### config.mk
export PLATFORM = sky130hd
export DESIGN_NAME = bil_loader
export DESIGN_NICKNAME = d
export VERILOG_FILES = /design/src/core/bil_pkg.sv /design/src/core/bil_loader.sv
export SDC_FILE = /design/constraint.sdc
export NUM_CORES = 1
export LEC_CHECK = 0
export BUFFER_PORTS_ARGS = -buffer_cell sky130_fd_sc_hd__buf_4
export CORE_ASPECT_RATIO = 0.75
export CORE_UTILIZATION = 45
export CTS_CLUSTER_DIAMETER = 100
export DETAILED_ROUTE_END_ITERATION = 10
export PLACE_DENSITY = 0.66
export SLEW_MARGIN = 20
export SYNTH_ARGS = -nofsm -noshare
export SYNTH_HDL_FRONTEND = slang
export SYNTH_SLANG_ARGS = --single-unit
### constraint.sdc
create_clock -name i_clock -period 12.68 [get_ports i_clock]
set_input_delay 1.902 -clock i_clock [delete_from_list [all_inputs] [get_ports i_clock]]
set_output_delay 1.902 -clock i_clock [all_outputs]
set_load 0.01 [all_outputs]
### src/core/bil_pkg.sv
// Package of constants and types for the boot image loader.
package bil_pkg;
  localparam int CLK_HZ = 10000000;
  localparam int RESET_PHASE_US = 15;
  localparam int RESET_PHASE_CYC = (RESET_PHASE_US * (CLK_HZ / 1000000) > 0) ?
    RESET_PHASE_US * (CLK_HZ / 1000000) : 1;
  localparam int LINK_EN_NS = 200;
  localparam int LINK_EN_CYC = (LINK_EN_NS * (CLK_HZ / 1000000) / 1000 > 0) ?
    LINK_EN_NS * (CLK_HZ / 1000000) / 1000 : 1;
  localparam int SPI_HZ = 2500000;
  localparam int SPI_HALF_CYC = (CLK_HZ / (2 * SPI_HZ) > 0) ? CLK_HZ / (2 * SPI_HZ) : 1;
  localparam logic [31:0] CRC_SKIP = 32'h0d15ab1e;
  localparam logic [31:0] CRC_POLY = 32'hedb88320;
  localparam logic [31:0] CRC_INIT = 32'hffffffff;
  localparam logic [7:0] SPI_READ_CMD = 8'h03;
  localparam logic [23:0] SPI_START_ADDR = 24'h000000;
  localparam logic [31:0] NULL_CHANEND = 32'h0000ff02;
  localparam logic [7:0] TOKEN_END = 8'h01;
  localparam int OTP_SECTORS = 4;
  localparam int OTP_ROWS = 512;
  localparam logic [15:0] OTP_ADDR_SEC = 16'h07ff;
  localparam logic [15:0] OTP_ADDR_IMG = 16'h0000;
  localparam logic [31:0] OTP_ADDR_PORT_ID = 32'h00100200;
  localparam logic [31:0] OTP_DATA_PORT_ID = 32'h00200100;
  localparam logic [31:0] OTP_CTRL_PORT_ID = 32'h00100300;
  localparam int SEC_NO_DEBUG = 0;
  localparam int SEC_NO_LINK = 1;
  localparam int SEC_SECURE_BOOT = 5;
  localparam int SEC_REDUNDANT = 7;
  localparam int SEC_LOCK0 = 8;
  localparam int SEC_MASTER_LOCK = 12;
  localparam int SEC_NO_DEBUG_OTP = 13;
  localparam int SEC_GP_LO = 15;
  localparam int SEC_GP_HI = 21;
  localparam int SEC_UID_LO = 22;
  localparam int SEC_UID_HI = 31;
  localparam logic [1:0] BOOT_SRC_LINK = 2'h0;
  localparam logic [1:0] BOOT_SRC_SPI = 2'h1;
  typedef enum {
    BIL_RESET, BIL_SEC_LOAD, BIL_SELECT, BIL_SPI_CMD, BIL_LINK_WAIT,
    BIL_LINK_ACK, BIL_IMG_LEN, BIL_IMG_BODY, BIL_IMG_CRC, BIL_LINK_END,
    BIL_LINK_REPLY, BIL_RUN, BIL_HALT
  } bil_state_e;
  typedef struct packed {
    logic no_debug;
    logic no_link_access;
    logic redundant_rows;
    logic [3:0] sector_lock;
    logic master_lock;
    logic no_debug_otp;
    logic [6:0] gp_field;
    logic [9:0] user_id;
  } bil_sec_s;
  typedef struct packed {
    logic o;
    logic oe;
  } bil_pin_s;
endpackage

### src/core/bil_loader.sv
// Boot image loader: strap select, SPI/link/OTP image load, CRC check, security decode.
`timescale 1ns/1ps
module bil_loader #(
  parameter int RAM_AW = 14,
  parameter int OTP_AW = 11
) (
  input wire logic i_clock,
  input wire logic i_rst,
  input wire logic i_rst_n_pin,
  input wire logic i_pll_locked,
  input wire logic [1:0] i_boot_strap,
  input wire logic i_clock_ratio_strap_low,
  input wire logic i_clock_ratio_strap_high,
  input wire logic i_boot_spi_miso_pin,
  output logic o_boot_spi_select_pin,
  output logic o_boot_spi_select_pin_oe,
  output logic o_boot_spi_clock_pin,
  output logic o_boot_spi_clock_pin_oe,
  output logic o_boot_spi_mosi_pin,
  output logic o_boot_spi_mosi_pin_oe,
  output logic o_link_tx_pin_a,
  output logic o_link_tx_pin_a_oe,
  output logic o_link_tx_pin_b,
  output logic o_link_tx_pin_b_oe,
  input wire logic i_link_rx_pin_a,
  input wire logic i_link_rx_pin_b,
  output logic o_link_pulldown_en,
  output logic o_gpio_pull_en,
  output logic o_gpio_hiz,
  output logic o_otp_rd,
  output logic [OTP_AW-1:0] o_otp_addr,
  input wire logic [31:0] i_otp_rdata,
  input wire logic i_otp_prog_req,
  input wire logic [15:0] i_otp_prog_addr,
  output logic o_otp_prog_ok,
  output logic o_ram_we,
  output logic [RAM_AW-1:0] o_ram_addr,
  output logic [31:0] o_ram_wdata,
  output logic o_run,
  output logic [RAM_AW-1:0] o_start_addr,
  output logic o_halted,
  output logic [31:0] o_security_config,
  output logic o_debug_block,
  output logic o_switch_block,
  output logic o_debug_otp_block,
  output logic o_redundant_rows,
  output logic [1:0] o_clock_ratio
);
  logic [1:0] rstn_sync_r;
  logic [1:0] miso_sync_r, rxa_sync_r, rxb_sync_r;
  logic [1:0] lock_sync_r, strap_sync0_r, strap_sync1_r;
  logic rxa_d_r, rxb_d_r;
  bil_pkg::bil_state_e state_r;
  logic [15:0] wait_r;
  logic [31:0] sec_r;
  logic [1:0] src_r;
  logic [31:0] shreg_r;
  logic [5:0] bitcnt_r;
  logic [1:0] bytecnt_r;
  logic [31:0] word_r;
  logic word_done;
  logic [31:0] len_r, cnt_r;
  logic [31:0] crc_r;
  logic [31:0] crc_nxt;
  logic [7:0] byte_in;
  logic byte_done;
  logic [OTP_AW-1:0] otp_ptr_r;
  logic spi_active_r, sclk_r;
  logic [7:0] half_r;
  logic tx_bit;
  logic run_r, halt_r;
  logic txa_r, txb_r;
  logic [3:0] txbit_r;
  logic [7:0] token_r;
  bil_pkg::bil_sec_s sec_f;

  // Synchronisers for every pin input except the clock ratio straps.
  always_ff @(posedge i_clock) begin
    rstn_sync_r <= {rstn_sync_r[0], i_rst_n_pin};
    miso_sync_r <= {miso_sync_r[0], i_boot_spi_miso_pin};
    rxa_sync_r <= {rxa_sync_r[0], i_link_rx_pin_a};
    rxb_sync_r <= {rxb_sync_r[0], i_link_rx_pin_b};
    lock_sync_r <= {lock_sync_r[0], i_pll_locked};
    strap_sync0_r <= i_boot_strap;
    strap_sync1_r <= strap_sync0_r;
    rxa_d_r <= rxa_sync_r[1];
    rxb_d_r <= rxb_sync_r[1];
  end

  always_comb begin
    crc_nxt = crc_r ^ {24'h000000, byte_in};
    for (int k = 0; k < 8; k++) begin
      crc_nxt = crc_nxt[0] ? ((crc_nxt >> 1) ^ bil_pkg::CRC_POLY) : (crc_nxt >> 1);
    end
  end

  // serial bytes arrive LSB first, so shift in from the top.
  logic spi_sample;
  // The synchroniser lags the pin by two cycles, so the value seen at the falling
  // edge is the one the pin held at the rising edge, as mode 0 wants.
  assign spi_sample = spi_active_r && sclk_r && (half_r == 8'(bil_pkg::SPI_HALF_CYC - 1));
  // Link bits are data strobe style: a one on line b, a zero on line a.
  logic link_bit_ev, link_bit_val;
  assign link_bit_ev = (rxa_sync_r[1] != rxa_d_r) || (rxb_sync_r[1] != rxb_d_r);
  assign link_bit_val = rxb_sync_r[1] != rxb_d_r;
  logic bit_ev, bit_val, rx_phase;
  assign rx_phase = (state_r == bil_pkg::BIL_LINK_ACK) || (state_r == bil_pkg::BIL_IMG_LEN) ||
    (state_r == bil_pkg::BIL_IMG_BODY) || (state_r == bil_pkg::BIL_IMG_CRC) ||
    (state_r == bil_pkg::BIL_LINK_END);
  assign bit_ev = rx_phase && (src_r == bil_pkg::BOOT_SRC_SPI ? spi_sample : link_bit_ev);
  assign bit_val = src_r == bil_pkg::BOOT_SRC_SPI ? miso_sync_r[1] : link_bit_val;
  assign byte_done = bit_ev && (bitcnt_r[2:0] == 3'h7);
  assign byte_in = {bit_val, shreg_r[31:25]};
  // four bytes form a word, least significant byte first.
  assign word_done = byte_done && (bytecnt_r == 2'h3);

  always_ff @(posedge i_clock) begin
    if (i_rst || state_r == bil_pkg::BIL_SELECT) begin
      shreg_r <= 32'h00000000;
      bitcnt_r <= 6'h00;
      bytecnt_r <= 2'h0;
    end else if (bit_ev) begin
      shreg_r <= {bit_val, shreg_r[31:1]};
      bitcnt_r <= bitcnt_r + 6'h01;
      if (byte_done) begin
        bytecnt_r <= bytecnt_r + 2'h1;
      end
    end
  end
  assign word_r = {bit_val, shreg_r[31:1]};

  // SPI clock divider, mode 0 idles low.
  always_ff @(posedge i_clock) begin
    if (i_rst || !spi_active_r) begin
      half_r <= 8'h00;
      sclk_r <= 1'b0;
    end else if (half_r == 8'(bil_pkg::SPI_HALF_CYC - 1)) begin
      half_r <= 8'h00;
      sclk_r <= !sclk_r;
    end else begin
      half_r <= half_r + 8'h01;
    end
  end

  // read command then 24-bit zero address, shifted out LSB first.
  logic [31:0] cmd_word;
  assign cmd_word = {bil_pkg::SPI_START_ADDR, bil_pkg::SPI_READ_CMD};
  logic [5:0] txcnt_r;
  assign tx_bit = cmd_word[txcnt_r[4:0]];

  // end token out, one toggle per bit.
  always_ff @(posedge i_clock) begin
    if (i_rst || !rstn_sync_r[1]) begin
      txa_r <= 1'b0;
      txb_r <= 1'b0;
      txbit_r <= 4'h0;
    end else if (state_r == bil_pkg::BIL_LINK_REPLY && token_r != 8'h00 && !txbit_r[3]) begin
      txbit_r <= txbit_r + 4'h1;
      if (token_r[txbit_r[2:0]]) begin
        txb_r <= !txb_r;
      end else begin
        txa_r <= !txa_r;
      end
    end
  end

  // Main sequencer.
  always_ff @(posedge i_clock) begin
    if (i_rst || !rstn_sync_r[1]) begin
      state_r <= bil_pkg::BIL_RESET;
      wait_r <= 16'h0000;
      sec_r <= 32'h00000000;
      src_r <= 2'h0;
      len_r <= 32'h00000000;
      cnt_r <= 32'h00000000;
      crc_r <= bil_pkg::CRC_INIT;
      otp_ptr_r <= '0;
      spi_active_r <= 1'b0;
      txcnt_r <= 6'h00;
      run_r <= 1'b0;
      halt_r <= 1'b0;
      token_r <= 8'h00;
      o_ram_we <= 1'b0;
      o_ram_addr <= '0;
      o_ram_wdata <= 32'h00000000;
    end else begin
      o_ram_we <= 1'b0;
      case (state_r)
        // wait for lock, then the reset phase.
        bil_pkg::BIL_RESET: begin
          if (lock_sync_r[1]) begin
            wait_r <= wait_r + 16'h0001;
            if (wait_r == 16'(bil_pkg::RESET_PHASE_CYC - 1)) begin
              wait_r <= 16'h0000;
              state_r <= bil_pkg::BIL_SEC_LOAD;
            end
          end
        end
        // security word read first from the OTP.
        bil_pkg::BIL_SEC_LOAD: begin
          wait_r <= wait_r + 16'h0001;
          if (wait_r == 16'h0001) begin
            sec_r <= i_otp_rdata;
            wait_r <= 16'h0000;
            state_r <= bil_pkg::BIL_SELECT;
          end
        end
        bil_pkg::BIL_SELECT: begin
          crc_r <= bil_pkg::CRC_INIT;
          cnt_r <= 32'h00000000;
          otp_ptr_r <= OTP_AW'(bil_pkg::OTP_ADDR_IMG);
          if (sec_r[bil_pkg::SEC_SECURE_BOOT]) begin
            src_r <= 2'h2;
            state_r <= bil_pkg::BIL_IMG_LEN;
          end else if (strap_sync1_r == bil_pkg::BOOT_SRC_SPI) begin
            src_r <= bil_pkg::BOOT_SRC_SPI;
            spi_active_r <= 1'b1;
            state_r <= bil_pkg::BIL_SPI_CMD;
          end else begin
            src_r <= bil_pkg::BOOT_SRC_LINK;
            state_r <= bil_pkg::BIL_LINK_WAIT;
          end
        end
        bil_pkg::BIL_SPI_CMD: begin
          if (sclk_r && half_r == 8'(bil_pkg::SPI_HALF_CYC - 1)) begin
            txcnt_r <= txcnt_r + 6'h01;
            if (txcnt_r == 6'h1f) begin
              state_r <= bil_pkg::BIL_IMG_LEN;
            end
          end
        end
        // link enabled after the fixed delay.
        bil_pkg::BIL_LINK_WAIT: begin
          wait_r <= wait_r + 16'h0001;
          if (wait_r == 16'(bil_pkg::LINK_EN_CYC - 1)) begin
            wait_r <= 16'h0000;
            state_r <= bil_pkg::BIL_LINK_ACK;
          end
        end
        // acknowledge channel word, not part of the image.
        bil_pkg::BIL_LINK_ACK: begin
          if (word_done) begin
            token_r <= (word_r == bil_pkg::NULL_CHANEND) ? 8'h00 : bil_pkg::TOKEN_END;
            state_r <= bil_pkg::BIL_IMG_LEN;
          end
        end
        // length word comes first and enters the CRC.
        bil_pkg::BIL_IMG_LEN: begin
          if (src_r == 2'h2) begin
            len_r <= i_otp_rdata;
            crc_r <= bil_crc_word(crc_r, i_otp_rdata);
            otp_ptr_r <= otp_ptr_r + 1'b1;
            state_r <= (i_otp_rdata == 32'h0) ? bil_pkg::BIL_IMG_CRC : bil_pkg::BIL_IMG_BODY;
          end else begin
            if (byte_done) begin
              crc_r <= crc_nxt;
            end
            if (word_done) begin
              len_r <= word_r;
              state_r <= (word_r == 32'h0) ? bil_pkg::BIL_IMG_CRC : bil_pkg::BIL_IMG_BODY;
            end
          end
        end
        // program words land from RAM address zero upward.
        bil_pkg::BIL_IMG_BODY: begin
          if (src_r == 2'h2) begin
            o_ram_we <= 1'b1;
            o_ram_wdata <= i_otp_rdata;
            o_ram_addr <= RAM_AW'(cnt_r);
            crc_r <= bil_crc_word(crc_r, i_otp_rdata);
            otp_ptr_r <= otp_ptr_r + 1'b1;
            cnt_r <= cnt_r + 32'h1;
            if (cnt_r + 32'h1 == len_r) begin
              state_r <= bil_pkg::BIL_IMG_CRC;
            end
          end else begin
            if (byte_done) begin
              crc_r <= crc_nxt;
            end
            if (word_done) begin
              o_ram_we <= 1'b1;
              o_ram_wdata <= word_r;
              o_ram_addr <= RAM_AW'(cnt_r);
              cnt_r <= cnt_r + 32'h1;
              if (cnt_r + 32'h1 == len_r) begin
                state_r <= bil_pkg::BIL_IMG_CRC;
              end
            end
          end
        end
        // mismatch halts unless the skip value was sent.
        bil_pkg::BIL_IMG_CRC: begin
          if (src_r == 2'h2 || word_done) begin
            if ((src_r == 2'h2 ? i_otp_rdata : word_r) != bil_pkg::CRC_SKIP &&
                (src_r == 2'h2 ? i_otp_rdata : word_r) != ~crc_r) begin
              halt_r <= 1'b1;
              spi_active_r <= 1'b0;
              state_r <= bil_pkg::BIL_HALT;
            end else if (src_r == bil_pkg::BOOT_SRC_LINK) begin
              state_r <= bil_pkg::BIL_LINK_END;
            end else begin
              spi_active_r <= 1'b0;
              state_r <= bil_pkg::BIL_RUN;
            end
          end
        end
        // end token in, end token out unless the ack word was the null chanend, then run.
        bil_pkg::BIL_LINK_END: begin
          if (byte_done && byte_in == bil_pkg::TOKEN_END) begin
            state_r <= bil_pkg::BIL_LINK_REPLY;
          end
        end
        bil_pkg::BIL_LINK_REPLY: begin
          if (token_r == 8'h00 || txbit_r[3]) begin
            state_r <= bil_pkg::BIL_RUN;
          end
        end
        bil_pkg::BIL_RUN: begin
          run_r <= 1'b1;
        end
        bil_pkg::BIL_HALT: begin
          halt_r <= 1'b1;
        end
        default: state_r <= bil_pkg::BIL_RESET;
      endcase
    end
  end

  function automatic logic [31:0] bil_crc_word(input logic [31:0] c, input logic [31:0] w);
    logic [31:0] r;
    r = c;
    for (int k = 0; k < 32; k++) begin
      r = (r[0] ^ w[k]) ? ((r >> 1) ^ bil_pkg::CRC_POLY) : (r >> 1);
    end
    return r;
  endfunction

  // OTP row address; security word sits in the top row.
  assign o_otp_rd = (state_r == bil_pkg::BIL_SEC_LOAD) || (src_r == 2'h2 && rx_phase);
  assign o_otp_addr = (state_r == bil_pkg::BIL_SEC_LOAD) ? OTP_AW'(bil_pkg::OTP_ADDR_SEC) :
    otp_ptr_r;

  // access gates decoded from security word.
  assign sec_f.no_debug = sec_r[bil_pkg::SEC_NO_DEBUG];
  assign sec_f.no_link_access = sec_r[bil_pkg::SEC_NO_LINK];
  assign sec_f.redundant_rows = sec_r[bil_pkg::SEC_REDUNDANT];
  assign sec_f.sector_lock = sec_r[bil_pkg::SEC_LOCK0 +: bil_pkg::OTP_SECTORS];
  // master lock and debug OTP block.
  assign sec_f.master_lock = sec_r[bil_pkg::SEC_MASTER_LOCK];
  assign sec_f.no_debug_otp = sec_r[bil_pkg::SEC_NO_DEBUG_OTP];
  assign sec_f.gp_field = sec_r[bil_pkg::SEC_GP_HI:bil_pkg::SEC_GP_LO];
  assign sec_f.user_id = sec_r[bil_pkg::SEC_UID_HI:bil_pkg::SEC_UID_LO];

  // programming allowed only where no lock covers the target.
  logic [1:0] prog_sector;
  assign prog_sector = 2'(i_otp_prog_addr[15:0] / 16'(bil_pkg::OTP_ROWS));
  assign o_otp_prog_ok = i_otp_prog_req && !sec_f.master_lock &&
    !sec_f.sector_lock[prog_sector] && (state_r == bil_pkg::BIL_RUN);

  assign o_security_config = sec_r;
  assign o_debug_block = sec_f.no_debug;
  assign o_switch_block = sec_f.no_link_access;
  assign o_debug_otp_block = sec_f.no_debug_otp;
  assign o_redundant_rows = sec_f.redundant_rows;
  assign o_clock_ratio = {i_clock_ratio_strap_high, i_clock_ratio_strap_low};

  // pins released while reset is held.
  assign o_gpio_hiz = (state_r == bil_pkg::BIL_RESET);
  assign o_gpio_pull_en = !o_gpio_hiz;
  assign o_boot_spi_select_pin = !(spi_active_r);
  assign o_boot_spi_select_pin_oe = (src_r == bil_pkg::BOOT_SRC_SPI) && !o_gpio_hiz;
  assign o_boot_spi_clock_pin = sclk_r;
  assign o_boot_spi_clock_pin_oe = o_boot_spi_select_pin_oe;
  assign o_boot_spi_mosi_pin = (state_r == bil_pkg::BIL_SPI_CMD) ? tx_bit : 1'b0;
  assign o_boot_spi_mosi_pin_oe = o_boot_spi_select_pin_oe;

  // link pins driven low, pull-downs off once enabled.
  logic link_on;
  assign link_on = src_r == bil_pkg::BOOT_SRC_LINK && rx_phase ||
    state_r == bil_pkg::BIL_LINK_REPLY;
  assign o_link_pulldown_en = !link_on;
  // Both lines rest low; a reply token moves them by toggles, as on receive.
  assign o_link_tx_pin_a = txa_r;
  assign o_link_tx_pin_b = txb_r;
  assign o_link_tx_pin_a_oe = link_on;
  assign o_link_tx_pin_b_oe = link_on;

  assign o_run = run_r;
  assign o_start_addr = '0;
  assign o_halted = halt_r;
endmodule

==> summary.md, run 1 <==
| Metric | Value |
|---|---|
| Post-synthesis average cell area | `8.78 sq um` |
| Area growth from synthesis to layout | `14.1%` |
| Reg2Reg Launch Point | `crc_r[1]$_SDFFE_PN1P_` |
| Adder and majority cell fraction of the synthesized area | `0.803%` |
| Worst reg2reg path depth | `10` |
| Bufs on Longest Clock Path | `3` |
| Static leakage power | `7.04 nW` |
| Largest net degree at the start of global routing | `106` |
| CP Data Required Time | `13.18 ns` |
| Flip-flop and latch count after synthesis | `286` |
| Share of Yosys cell area claimed by the top area cell type | `33.4%` |
| Die Footprint | `0.0389 sq mm` |
| Detailed-route wire length per cell | `21.5 um` |
| Vias in the first global route | `13300` |
| HPWL after detailed placement | `40500 um` |
| Remaining number of nets flagged by the antenna check after routing | `0` |
| Share of the cycle needed by the critical path after routing | `46.0%` |
| Post-layout nets | `2106` |
| Final-report max-slew violation count | `0` |
| Final count of negative-setup-slack endpoints | `0` |
| Std-Cell Rows | `61` |
| Post-CTS Resized | `0` |
| Top cells by area, synth | `sky130_fd_sc_hd__dfxtp_1, sky130_fd_sc_hd__xnor2_1, sky130_fd_sc_hd__xor2_1` |
| Compound-gate portion of the synthesized area | `12.5%` |
| Count of unique library cells instantiated by Yosys | `72` |
| Maximum fanout encountered on the critical timing path | `6` |
| Largest family of logic cells by synthesized area | `XOR/XNOR gates` |
| Starting utilization of the core area | `46.0%` |
| Global routing usage summed across all routing layers | `27.9%` |
| Hold-fix buffers at CTS | `0` |
| Core box area | `0.0372 sq mm` |
| Initial antenna violation count | `1` |
| Routability-driven placement congestion ratio | `0.967` |
| Post-synth top flop | `sky130_fd_sc_hd__dfxtp_1` |
| Root cell of the clock tree | `sky130_fd_sc_hd__clkbuf_16` |
| Fraction of synthesis flops using an asynchronous set or reset pin | `0%` |
| Register area share after synthesis | `33.4%` |
| Worst min-delay path class | `reg2reg` |
| Post-CTS setup buffer count | `0` |
| Initial drt markers | `1603` |
| Clock-pin slew on the worst setup and hold paths | `0.06 ns` |
| Endpoints failing hold | `0` |
| Cell taking the most area after synthesis | `sky130_fd_sc_hd__dfxtp_1` |
| Setup repair after global routing missed its margin | `no` |
| Antenna diode count | `0` |
| Congestion Overflow GR | `0` |
| Number of flops mapped to enable cells by yosys | `0` |
| Top cells by count, synth | `sky130_fd_sc_hd__xnor2_1, sky130_fd_sc_hd__dfxtp_1, sky130_fd_sc_hd__nor2_1` |
| Crit end category | `register` |
| Highest ir drop seen on vdd | `0.000424 V` |
| Synth Warn # | `0` |
| Power density cells | `242 mW/mm^2` |
| Sink Count | `286` |
| Class of the most critical setup path | `in2reg` |
| Max Cap Violations | `0` |
| Worst reg2reg path endpoint | `crc_r[20]$_SDFFE_PN1P_` |
| First-pass detailed-route iteration total | `6` |
| Worst Setup Start Kind | `input pin` |
| Destination of the critical timing path | `crc_r[22]$_SDFFE_PN1P_` |
| Skew final | `0.0167 ns` |
| Worst Max-Slew Pin Slew | `1.05 ns` |
| R2R setup slack | `7.84 ns` |
| Proportion of synthesized area in mux cells | `4.50%` |
| Number of primary I/O pins | `187` |
| Wire length of the first global-routing pass | `82100 um` |
| Number of design rule violations left after detail routing | `0` |
| Area share of and/or/nand/nor cells after synthesis | `17.6%` |
| Setup TNS | `0 ns` |
| Total chip power | `0.00473 W` |
| Chip Width | `227 um` |
| Xor and xnor area share after synthesis | `27.5%` |
| Critical path arrival | `6.33 ns` |
| Cell count after synthesis | `1951` |
| Max-slew headroom at the worst pin | `30.1%` |
| Result of the run | `finished clean` |
| Most common cell in the synthesized netlist | `sky130_fd_sc_hd__xnor2_1` |
| Synthesized area | `0.0171 sq mm` |
| Depth of the CTS H-tree | `1` |
| Number of buffer cells added on primary ports | `154` |
| Clock latency reported for the late side of the worst-skew pair | `0.57 ns` |
| Layout cell share with drive strength beyond 1 | `12.9%` |
| Minimum clock period | `5.84 ns` |
| Critical Path Source | `i_otp_rdata[0]` |
| Total clock buffers created by CTS | `29` |
| Overall routed net length | `55000 um` |
| Via count of the routed design | `14600` |
| Vias per cell | `5.72` |
| Die Ht | `171 um` |
| Maximum clock frequency | `0.171 GHz` |
| CTS tree | `built` |
layer usage:
| layer | share of wire (%) | up-vias | GRT usage [%] |
|---|---|---|---|
| li1 | - | 6890 | - |
| met2 | 40 | 648 | 38.6 |
| met4 | 1.9 | 0 | 5.98 |
| met3 | 11 | 69 | 7.11 |
| met5 | 0 | - | 0 |
| met1 | 47 | 7034 | 42.7 |
registers in the layout, indices dropped and copies added, names as in the netlist, 3 cells and up:
name,flops
otp_ptr_r,11
o_ram_addr,14
crc_r,32
wait_r,16
o_security_config,32
half_r,8
shreg_r,31
txbit_r,4
cnt_r,32
state_r,4
len_r,32
o_ram_wdata,32
txcnt_r,6
bitcnt_r,3
area by class of cell:
cell class / instances / area [sq um]
Sequential cell: 286 / 5730
Tap cell: 504 / 631
Timing Repair Buffer: 172 / 1290
Multi-Input combinational cell: 1532 / 10900
Clock inverter: 16 / 173
Clock buffer: 37 / 796
Inverter: 14 / 52.6
Fill cell: 3518 / 17700
critical path, stage by stage:
cell and delay, ns:
sky130_fd_sc_hd__buf_4 0.15, sky130_fd_sc_hd__xnor2_1 0.73, sky130_fd_sc_hd__xnor3_1 0.59, sky130_fd_sc_hd__xnor2_1 0.17, sky130_fd_sc_hd__xnor2_1 0.72, sky130_fd_sc_hd__xnor3_1 0.58, sky130_fd_sc_hd__xnor3_2 0.55, sky130_fd_sc_hd__xor2_2 0.38
sky130_fd_sc_hd__xnor3_1 0.41, sky130_fd_sc_hd__a21oi_1 0.14
logic make-up (layout without fill, tap and decap cells):
group,Yosys count,in the layout
AO/OA/AOI/OAI,344,344
XOR/XNOR,452,452
buffers and inverters,146,239
adder cells (fa/ha/maj),11,11
multiplexers,75,75
other,1,14
AND/OR/NAND/NOR,636,636
flip-flops,286,286
stage by stage:
stage / utilization (%) / hold WS, ns / instances / worst slack, ns / area, sq um
after floorplan: - / 0.310 / 1964 / 7.17 / 17200
after global placement: 49.9 / 0.315 / 2508 / 6.39 / 18600
after detailed placement: 49.9 / 0.313 / 2508 / 6.32 / 18600
after CTS: 52.5 / 0.327 / 2561 / 6.89 / 19500
after global routing: 52.5 / 0.333 / 2561 / 6.71 / 19500
final: 52.5 / 0.328 / 2561 / 6.84 / 19500
placed cells by master (no fill, tap or decap), types with 9 or more instances in the layout:
cell type / instances
sky130_fd_sc_hd__a21o_1: 9
sky130_fd_sc_hd__a211oi_1: 76
sky130_fd_sc_hd__a21oi_1: 127
sky130_fd_sc_hd__o21ai_0: 52
sky130_fd_sc_hd__conb_1: 14
sky130_fd_sc_hd__ha_1: 11
sky130_fd_sc_hd__nand2b_1: 22
sky130_fd_sc_hd__a31oi_1: 12
sky130_fd_sc_hd__nand2_1: 164
sky130_fd_sc_hd__xnor2_2: 9
sky130_fd_sc_hd__dfxtp_1: 286
sky130_fd_sc_hd__xnor2_1: 297
sky130_fd_sc_hd__buf_4: 172
sky130_fd_sc_hd__xor2_1: 97
sky130_fd_sc_hd__xnor3_1: 34
sky130_fd_sc_hd__nor3_1: 27
sky130_fd_sc_hd__nand3_1: 61
sky130_fd_sc_hd__or3_1: 15
sky130_fd_sc_hd__nand4_1: 31
sky130_fd_sc_hd__o22ai_1: 17
sky130_fd_sc_hd__and4_1: 10
sky130_fd_sc_hd__inv_1: 14
sky130_fd_sc_hd__and3_1: 17
sky130_fd_sc_hd__mux2i_1: 68
sky130_fd_sc_hd__clkbuf_16: 29
sky130_fd_sc_hd__nor4_1: 23
sky130_fd_sc_hd__nor2_1: 211
worst min path at each step:
stage / from / to / slack (ns) / depth (start not counted)
global route: strap_sync0_r[0]$_DFF_P_ / strap_sync1_r[0]$_DFF_P_ / 0.33 / 0
floorplan: lock_sync_r[0]$_DFF_P_ / lock_sync_r[1]$_DFF_P_ / 0.31 / 0
CTS: strap_sync0_r[0]$_DFF_P_ / strap_sync1_r[0]$_DFF_P_ / 0.33 / 0
finish: strap_sync0_r[1]$_DFF_P_ / strap_sync1_r[1]$_DFF_P_ / 0.33 / 0
global placement: strap_sync0_r[0]$_DFF_P_ / strap_sync1_r[0]$_DFF_P_ / 0.32 / 0
detailed placement: strap_sync0_r[0]$_DFF_P_ / strap_sync1_r[0]$_DFF_P_ / 0.31 / 0
where the power goes:
part	total [W]	leakage (nW)	internal [W]	switching (W)
logic	0.00295	4.25	0.00148	0.00147
clock network	0.000883	0.475	0.000506	0.000377
registers	0.000902	2.31	0.000901	0.00000134
total	0.00473	7.04	0.00288	0.00185
Power figures use the tool's default switching activity.
==> run 2: changes to the inputs <==
Clock period 12.68 ns to 6.1 ns, I/O delays scaled along.
==> run 2 against run 1 <==
  * Worst setup slack lost 5.4 ns
  * Utilization is 0.37 points higher
  * Wire length down 1.4%
  * Clock skew increased by 0.0022 ns
  * Clock-buffer cell count up 7
==> summary.md, run 2 (synthesis gave the netlist of run 1 again) <==
| Metric | Value |
|---|---|
| Result of the run | `finished clean` |
| Total of fill cells in the finished design | `3514 (-0.11%)` |
| Final count of negative-setup-slack endpoints | `0 (unchanged)` |
| Max Cap Violations | `0 (unchanged)` |
| Initial antenna violation count | `0 (-1)` |
| Hold-fix buffers at CTS | `0 (unchanged)` |
| Static leakage power | `7.12 nW (+1.2%)` |
| Root cell of the clock tree | `sky130_fd_sc_hd__clkbuf_16` |
| Antenna diode count | `0 (unchanged)` |
| Setup repair after global routing missed its margin | `no` |
| Chip Width | `227 um (unchanged)` |
| Die Ht | `171 um (unchanged)` |
| Class of the most critical setup path | `reg2reg` |
| First-pass detailed-route iteration total | `5 (-1)` |
| Post-CTS setup buffer count | `0 (unchanged)` |
| Sink Count | `286 (unchanged)` |
| Area growth from synthesis to layout | `14.9%` |
| Maximum fanout encountered on the critical timing path | `6 (unchanged)` |
| Remaining number of nets flagged by the antenna check after routing | `0 (unchanged)` |
| Minimum clock period | `4.70 ns` |
| Final-report max-slew violation count | `0 (unchanged)` |
| Critical path arrival | `5.20 ns (-1.13 ns)` |
| Starting utilization of the core area | `46.0% (unchanged)` |
| Vias per cell | `5.68 (-0.67%)` |
| Vias in the first global route | `13500 (+1.8%)` |
| Maximum clock frequency | `0.213 GHz` |
| Skew final | `0.0189 ns (+0.00223 ns)` |
| Clock latency reported for the late side of the worst-skew pair | `0.58 ns (about the same)` |
| Initial drt markers | `1419 (-11%)` |
| Via count of the routed design | `14600 (-0.28%)` |
| Setup TNS | `0 ns (unchanged)` |
| Power density cells | `503 mW/mm^2 (+110%)` |
| Number of buffer cells added on primary ports | `154 (unchanged)` |
| Core box area | `0.0372 sq mm (unchanged)` |
| Routability-driven placement congestion ratio | `0.976 (+0.99%)` |
| Die Footprint | `0.0389 sq mm (unchanged)` |
| Congestion Overflow GR | `0 (unchanged)` |
| Endpoints failing hold | `0 (unchanged)` |
| Worst Setup Start Kind | `register` |
| Depth of the CTS H-tree | `1 (unchanged)` |
| Worst Max-Slew Pin Slew | `1.04 ns (-0.00456 ns)` |
| CP Data Required Time | `6.60 ns (-6.58 ns)` |
| Bufs on Longest Clock Path | `3 (unchanged)` |
| Share of the cycle needed by the critical path after routing | `77.1%` |
| Register area | `0.00573 sq mm (unchanged)` |
| CTS tree | `built` |
| Highest ir drop seen on vdd | `0.000691 V (+63%)` |
| Post-CTS Resized | `0 (unchanged)` |
| Share of the core filled with cells | `52.8% (+0.37 points)` |
| Max-slew headroom at the worst pin | `30.4% (+0.30 points)` |
| Wire length of the first global-routing pass | `82000 um (-0.15%)` |
| Global routing usage summed across all routing layers | `27.7% (-0.24 points)` |
| Clock-pin slew on the worst setup and hold paths | `0.07 ns (about the same)` |
| Crit end category | `register` |
| Overall routed net length | `54300 um (-1.4%)` |
| Number of primary I/O pins | `187 (unchanged)` |
| Largest net degree at the start of global routing | `105 (-0.94%)` |
| Detailed-route wire length per cell | `21.1 um (-1.8%)` |
| HPWL after detailed placement | `40500 um (about the same)` |
| Total clock buffers created by CTS | `30 (+3.4%)` |
| Layout cell share with drive strength beyond 1 | `13.3% (+0.42 points)` |
| Commonest cells after routing, fill and taps aside | `sky130_fd_sc_hd__xnor2_1, sky130_fd_sc_hd__dfxtp_1, sky130_fd_sc_hd__nor2_1` |
| Leading cell type in the layout, fill and taps excluded | `sky130_fd_sc_hd__xnor2_1` |
| Std-Cell Rows | `61 (unchanged)` |
| Post-layout nets | `2116 (+0.47%)` |
| Multi-input combinational cell area | `0.0109 sq mm (unchanged)` |
| Number of design rule violations left after detail routing | `0 (unchanged)` |
| Worst min-delay path class | `reg2reg` |
[run 2: cell count changes in the layout (fill, tap and decap cells not counted), moves of 2 or more]
cell	change
sky130_fd_sc_hd__clkinv_2	-3
sky130_fd_sc_hd__clkbuf_16	+2
sky130_fd_sc_hd__buf_4	+8
sky130_fd_sc_hd__clkbuf_8	+5
sky130_fd_sc_hd__clkinvlp_4	-2
[run 2: worst max-delay path, stage by stage, from the launching register on]
cell and delay, ns:
sky130_fd_sc_hd__dfxtp_1 0.56, sky130_fd_sc_hd__xor2_2 0.30, sky130_fd_sc_hd__xnor3_1 0.58, sky130_fd_sc_hd__xor2_1 0.39
sky130_fd_sc_hd__xor2_1 0.33, sky130_fd_sc_hd__xnor3_2 0.61, sky130_fd_sc_hd__xor2_2 0.36, sky130_fd_sc_hd__xnor3_2 0.63
sky130_fd_sc_hd__xnor2_4 0.26, sky130_fd_sc_hd__xnor3_1 0.43, sky130_fd_sc_hd__a21oi_1 0.15
[run 2: per-stage QoR]
stage                     hold WS [ns]  power (W)  setup WS (ns)  cell area, sq um  cells
after floorplan                  0.310    0.00673           1.58             17200   1964
after global placement           0.311    0.00798           1.05             18700   2517
after detailed placement         0.316    0.00800          0.913             18700   2517
after CTS                        0.323    0.00993           1.43             19700   2571
after global routing             0.325     0.0103           1.16             19700   2571
final                            0.319    0.00990           1.40             19700   2571
[run 2: area by class of cell]
type,count,area share [%]
clock buffer,44,4.65
clock inverter,10,0.572
inverter,14,0.267
multi-input combinational,1532,55.2
sequential,286,29.1
tap,504,3.20
timing repair buffer,181,6.97
[run 2: report_power, final]
group          switching (W)  leakage, nW  total (W)  internal (W)
clock network       0.000770        0.510    0.00189       0.00112
registers         0.00000295         2.31    0.00188       0.00187
logic                0.00306         4.30    0.00614       0.00308
[run 2: path summary, 6_finish.rpt]
check	slack, ns	start	cells after the start	to
setup / recovery	1.40	crc_r[1]$_SDFFE_PN1P_	10	crc_r[20]$_SDFFE_PN1P_
hold / removal	0.32	lock_sync_r[0]$_DFF_P_	0	lock_sync_r[1]$_DFF_P_
setup reg to reg	1.40	crc_r[1]$_SDFFE_PN1P_	10	crc_r[20]$_SDFFE_PN1P_
hold reg to reg	0.32	lock_sync_r[0]$_DFF_P_	0	lock_sync_r[1]$_DFF_P_
[run 2: layer usage]
layer	vias up	global-route usage, %	routed length (um)
li1	6926	-	-
met1	6959	41.5	25700
met2	630	38.5	21700
met3	85	7.49	5660
met4	0	6.94	1250
met5	-	0	0
==> run 3: changes to the inputs <==
Settings changed: PLACE_DENSITY 0.66 to 0.68.
Clock period 6.1 ns to 3.9 ns, I/O delays scaled along.
==> run 3 against run 2 <==
  * Critical path depth up 2
  * Hold slack got worse by 0.20 ns
  * Die area unchanged
  * Highest routed layer unchanged
==> summary.md, run 3 (synthesis gave the netlist of run 1 again) <==
| Metric | Value |
|---|---|
| Result of the run | `finished clean` |
| Chain of cells forming the critical path | `xnor2_2 > buf_4 > xnor2_2 > xnor3_1 > xnor3_1 > xnor3_1 > xnor2_1 > buf_4 > xnor2_1 > xnor2_1 > xnor2_1 > a21oi_1` |
| HPWL after detailed placement | `43800 um (+8.2%)` |
| Crit end category | `register` |
| Total of fill cells in the finished design | `3324 (-5.4%)` |
| Worst path max stage delay | `0.54 ns (-0.09 ns)` |
| Non-filler cells in the finished layout | `2750 (+7.0%)` |
| Remaining number of nets flagged by the antenna check after routing | `0 (unchanged)` |
| Layout cell share with drive strength beyond 1 | `21.1% (+7.8 points)` |
| Maximum fanout encountered on the critical timing path | `4 (-2)` |
| Core box area | `0.0372 sq mm (unchanged)` |
| Leading cell type in the layout, fill and taps excluded | `sky130_fd_sc_hd__buf_4` |
| Global routing usage summed across all routing layers | `29.2% (+1.5 points)` |
| CTS tree | `built` |
| Max Cap Violations | `0 (unchanged)` |
| Antenna diode count | `0 (unchanged)` |
| Depth of the CTS H-tree | `1 (unchanged)` |
| Commonest cells after routing, fill and taps aside | `sky130_fd_sc_hd__buf_4, sky130_fd_sc_hd__xnor2_1, sky130_fd_sc_hd__dfxtp_1` |
| Sink Count | `286 (unchanged)` |
| Share of the cycle needed by the critical path after routing | `97.0% (+20 points)` |
| Clock-pin slew on the worst setup and hold paths | `0.06 ns (about the same)` |
| Overall routed net length | `57200 um (+5.4%)` |
| Hold-fix buffers at CTS | `0 (unchanged)` |
| Post-layout nets | `2296 (+8.5%)` |
| CP Data Required Time | `4.39 ns (-2.21 ns)` |
| Std-Cell Rows | `61 (unchanged)` |
| Maximum clock frequency | `0.264 GHz (+24%)` |
| Detailed-route wire length per cell | `20.8 um (-1.5%)` |
| Largest net degree at the start of global routing | `144 (+37%)` |
| Dpl cells | `2696 (+7.1%)` |
| Number of primary I/O pins | `187 (unchanged)` |
| Vias in the first global route | `14100 (+4.5%)` |
| Max-slew headroom at the worst pin | `33.5% (+3.1 points)` |
| Wire length of the first global-routing pass | `86300 um (+5.3%)` |
| Vias per cell | `5.63 (-0.93%)` |
| Chip Width | `227 um (unchanged)` |
| Highest ir drop seen on vdd | `0.00122 V (+76%)` |
| Endpoints failing hold | `0 (unchanged)` |
| Initial antenna violation count | `0 (unchanged)` |
| Initial drt markers | `1734 (+22%)` |
| Setup slack of the critical path after layout | `0.119 ns (-1.28 ns)` |
| Post-placement worst setup slack | `-0.126 ns (-1.04 ns)` |
| Final count of negative-setup-slack endpoints | `0 (unchanged)` |
| Clock latency reported for the late side of the worst-skew pair | `0.58 ns (about the same)` |
| Die Footprint | `0.0389 sq mm (unchanged)` |
| Area growth from synthesis to layout | `24.2%` |
| First-pass detailed-route iteration total | `5 (unchanged)` |
| Via count of the routed design | `15500 (+6.0%)` |
| R2R setup slack | `0.12 ns (-1.28 ns)` |
| Worst Setup Start Kind | `register` |
| Power density cells | `813 mW/mm^2 (+62%)` |
| Critical path arrival | `4.27 ns (-0.93 ns)` |
| Dominant delay contributor by cell family on the critical path | `XOR/XNOR gates` |
| Routability-driven placement congestion ratio | `1.00 (+2.6%)` |
| Number of design rule violations left after detail routing | `0 (unchanged)` |
| Worst min-delay path class | `in2reg` |
| Bufs on Longest Clock Path | `3 (unchanged)` |
| Root cell of the clock tree | `sky130_fd_sc_hd__clkbuf_16` |
| Static leakage power | `8.06 nW (+13%)` |
| Final-report max-slew violation count | `0 (unchanged)` |
| Slowest cell on crit path | `sky130_fd_sc_hd__xnor2_1` |
| Critical path buffers and inverters | `2 (+2)` |
| Number of buffer cells added on primary ports | `154 (unchanged)` |
| Critical Path Most Common Cell | `sky130_fd_sc_hd__xnor2_1` |
| Total clock buffers created by CTS | `30 (unchanged)` |
| Class of the most critical setup path | `reg2reg` |
| Congestion Overflow GR | `0 (unchanged)` |
| Starting utilization of the core area | `46.0% (unchanged)` |
| Multi-input combinational cell area | `0.0110 sq mm (+1.4%)` |
| Minimum clock period | `3.78 ns (-0.919 ns)` |
| Skew final | `0.0179 ns (-0.00105 ns)` |
| Die Ht | `171 um (unchanged)` |
| Worst Max-Slew Pin Slew | `0.997 ns (-0.0469 ns)` |
| Register area | `0.00573 sq mm (about the same)` |
## run 3: final cells by class
cell class,count,area share [%]
clock buffer,39,4.07
clock inverter,14,0.947
inverter,14,0.247
multi-input combinational,1532,51.8
sequential,286,26.9
tap,504,2.96
timing repair buffer,361,13.0
## run 3: final timing paths
| check | to | startpoint | cells past startpoint |
|---|---|---|---|
| max | crc_r[14]$_SDFFE_PN1P_ | crc_r[2]$_SDFFE_PN1P_ | 12 |
| min | strap_sync0_r[0]$_DFF_P_ | i_boot_strap[0] | 1 |
| max reg2reg | crc_r[14]$_SDFFE_PN1P_ | crc_r[2]$_SDFFE_PN1P_ | 12 |
| min reg2reg | rstn_sync_r[1]$_DFF_P_ | rstn_sync_r[0]$_DFF_P_ | 0 |
## run 3: power by group
part / switching [W] / leakage, nW / internal [W]
Clock: 0.00124 / 0.530 / 0.00188
Combinational: 0.00507 / 5.22 / 0.00618
Sequential: 0.00000469 / 2.31 / 0.00293
## run 3: metrics by stage
step	cell area (sq um)	power [W]	TNS [ns]	hold WS [ns]	utilization [%]
after global placement	20200	0.0138	-0.219	0.313	54.1
after global routing	21300	0.0181	-0.0585	0.101	57.1
after CTS	21200	0.0171	0	0.0996	57.0
after floorplan	17300	0.0106	0	0.310	-
final	21300	0.0173	0	0.116	57.1
after detailed placement	20200	0.0139	-0.562	0.312	54.1
## run 3: what timing repair did
| item | CTS | global route |
|---|---|---|
| resized for setup | 0 | 8 |
| setup endpoints to repair | 0 | 17 |
| setup buffers | 0 | 1 |
## run 3: layer usage
| metal | vias to the layer above | track usage, % | share of wire, % | routed length, um |
|---|---|---|---|---|
| li1 | 7265 | - | - | - |
| met1 | 7330 | 45.2 | 47 | 27000 |
| met2 | 803 | 39.6 | 39 | 22300 |
| met3 | 73 | 7.73 | 12 | 6810 |
| met4 | 0 | 5.98 | 1.8 | 1050 |
| met5 | - | 0 | 0 | 0 |
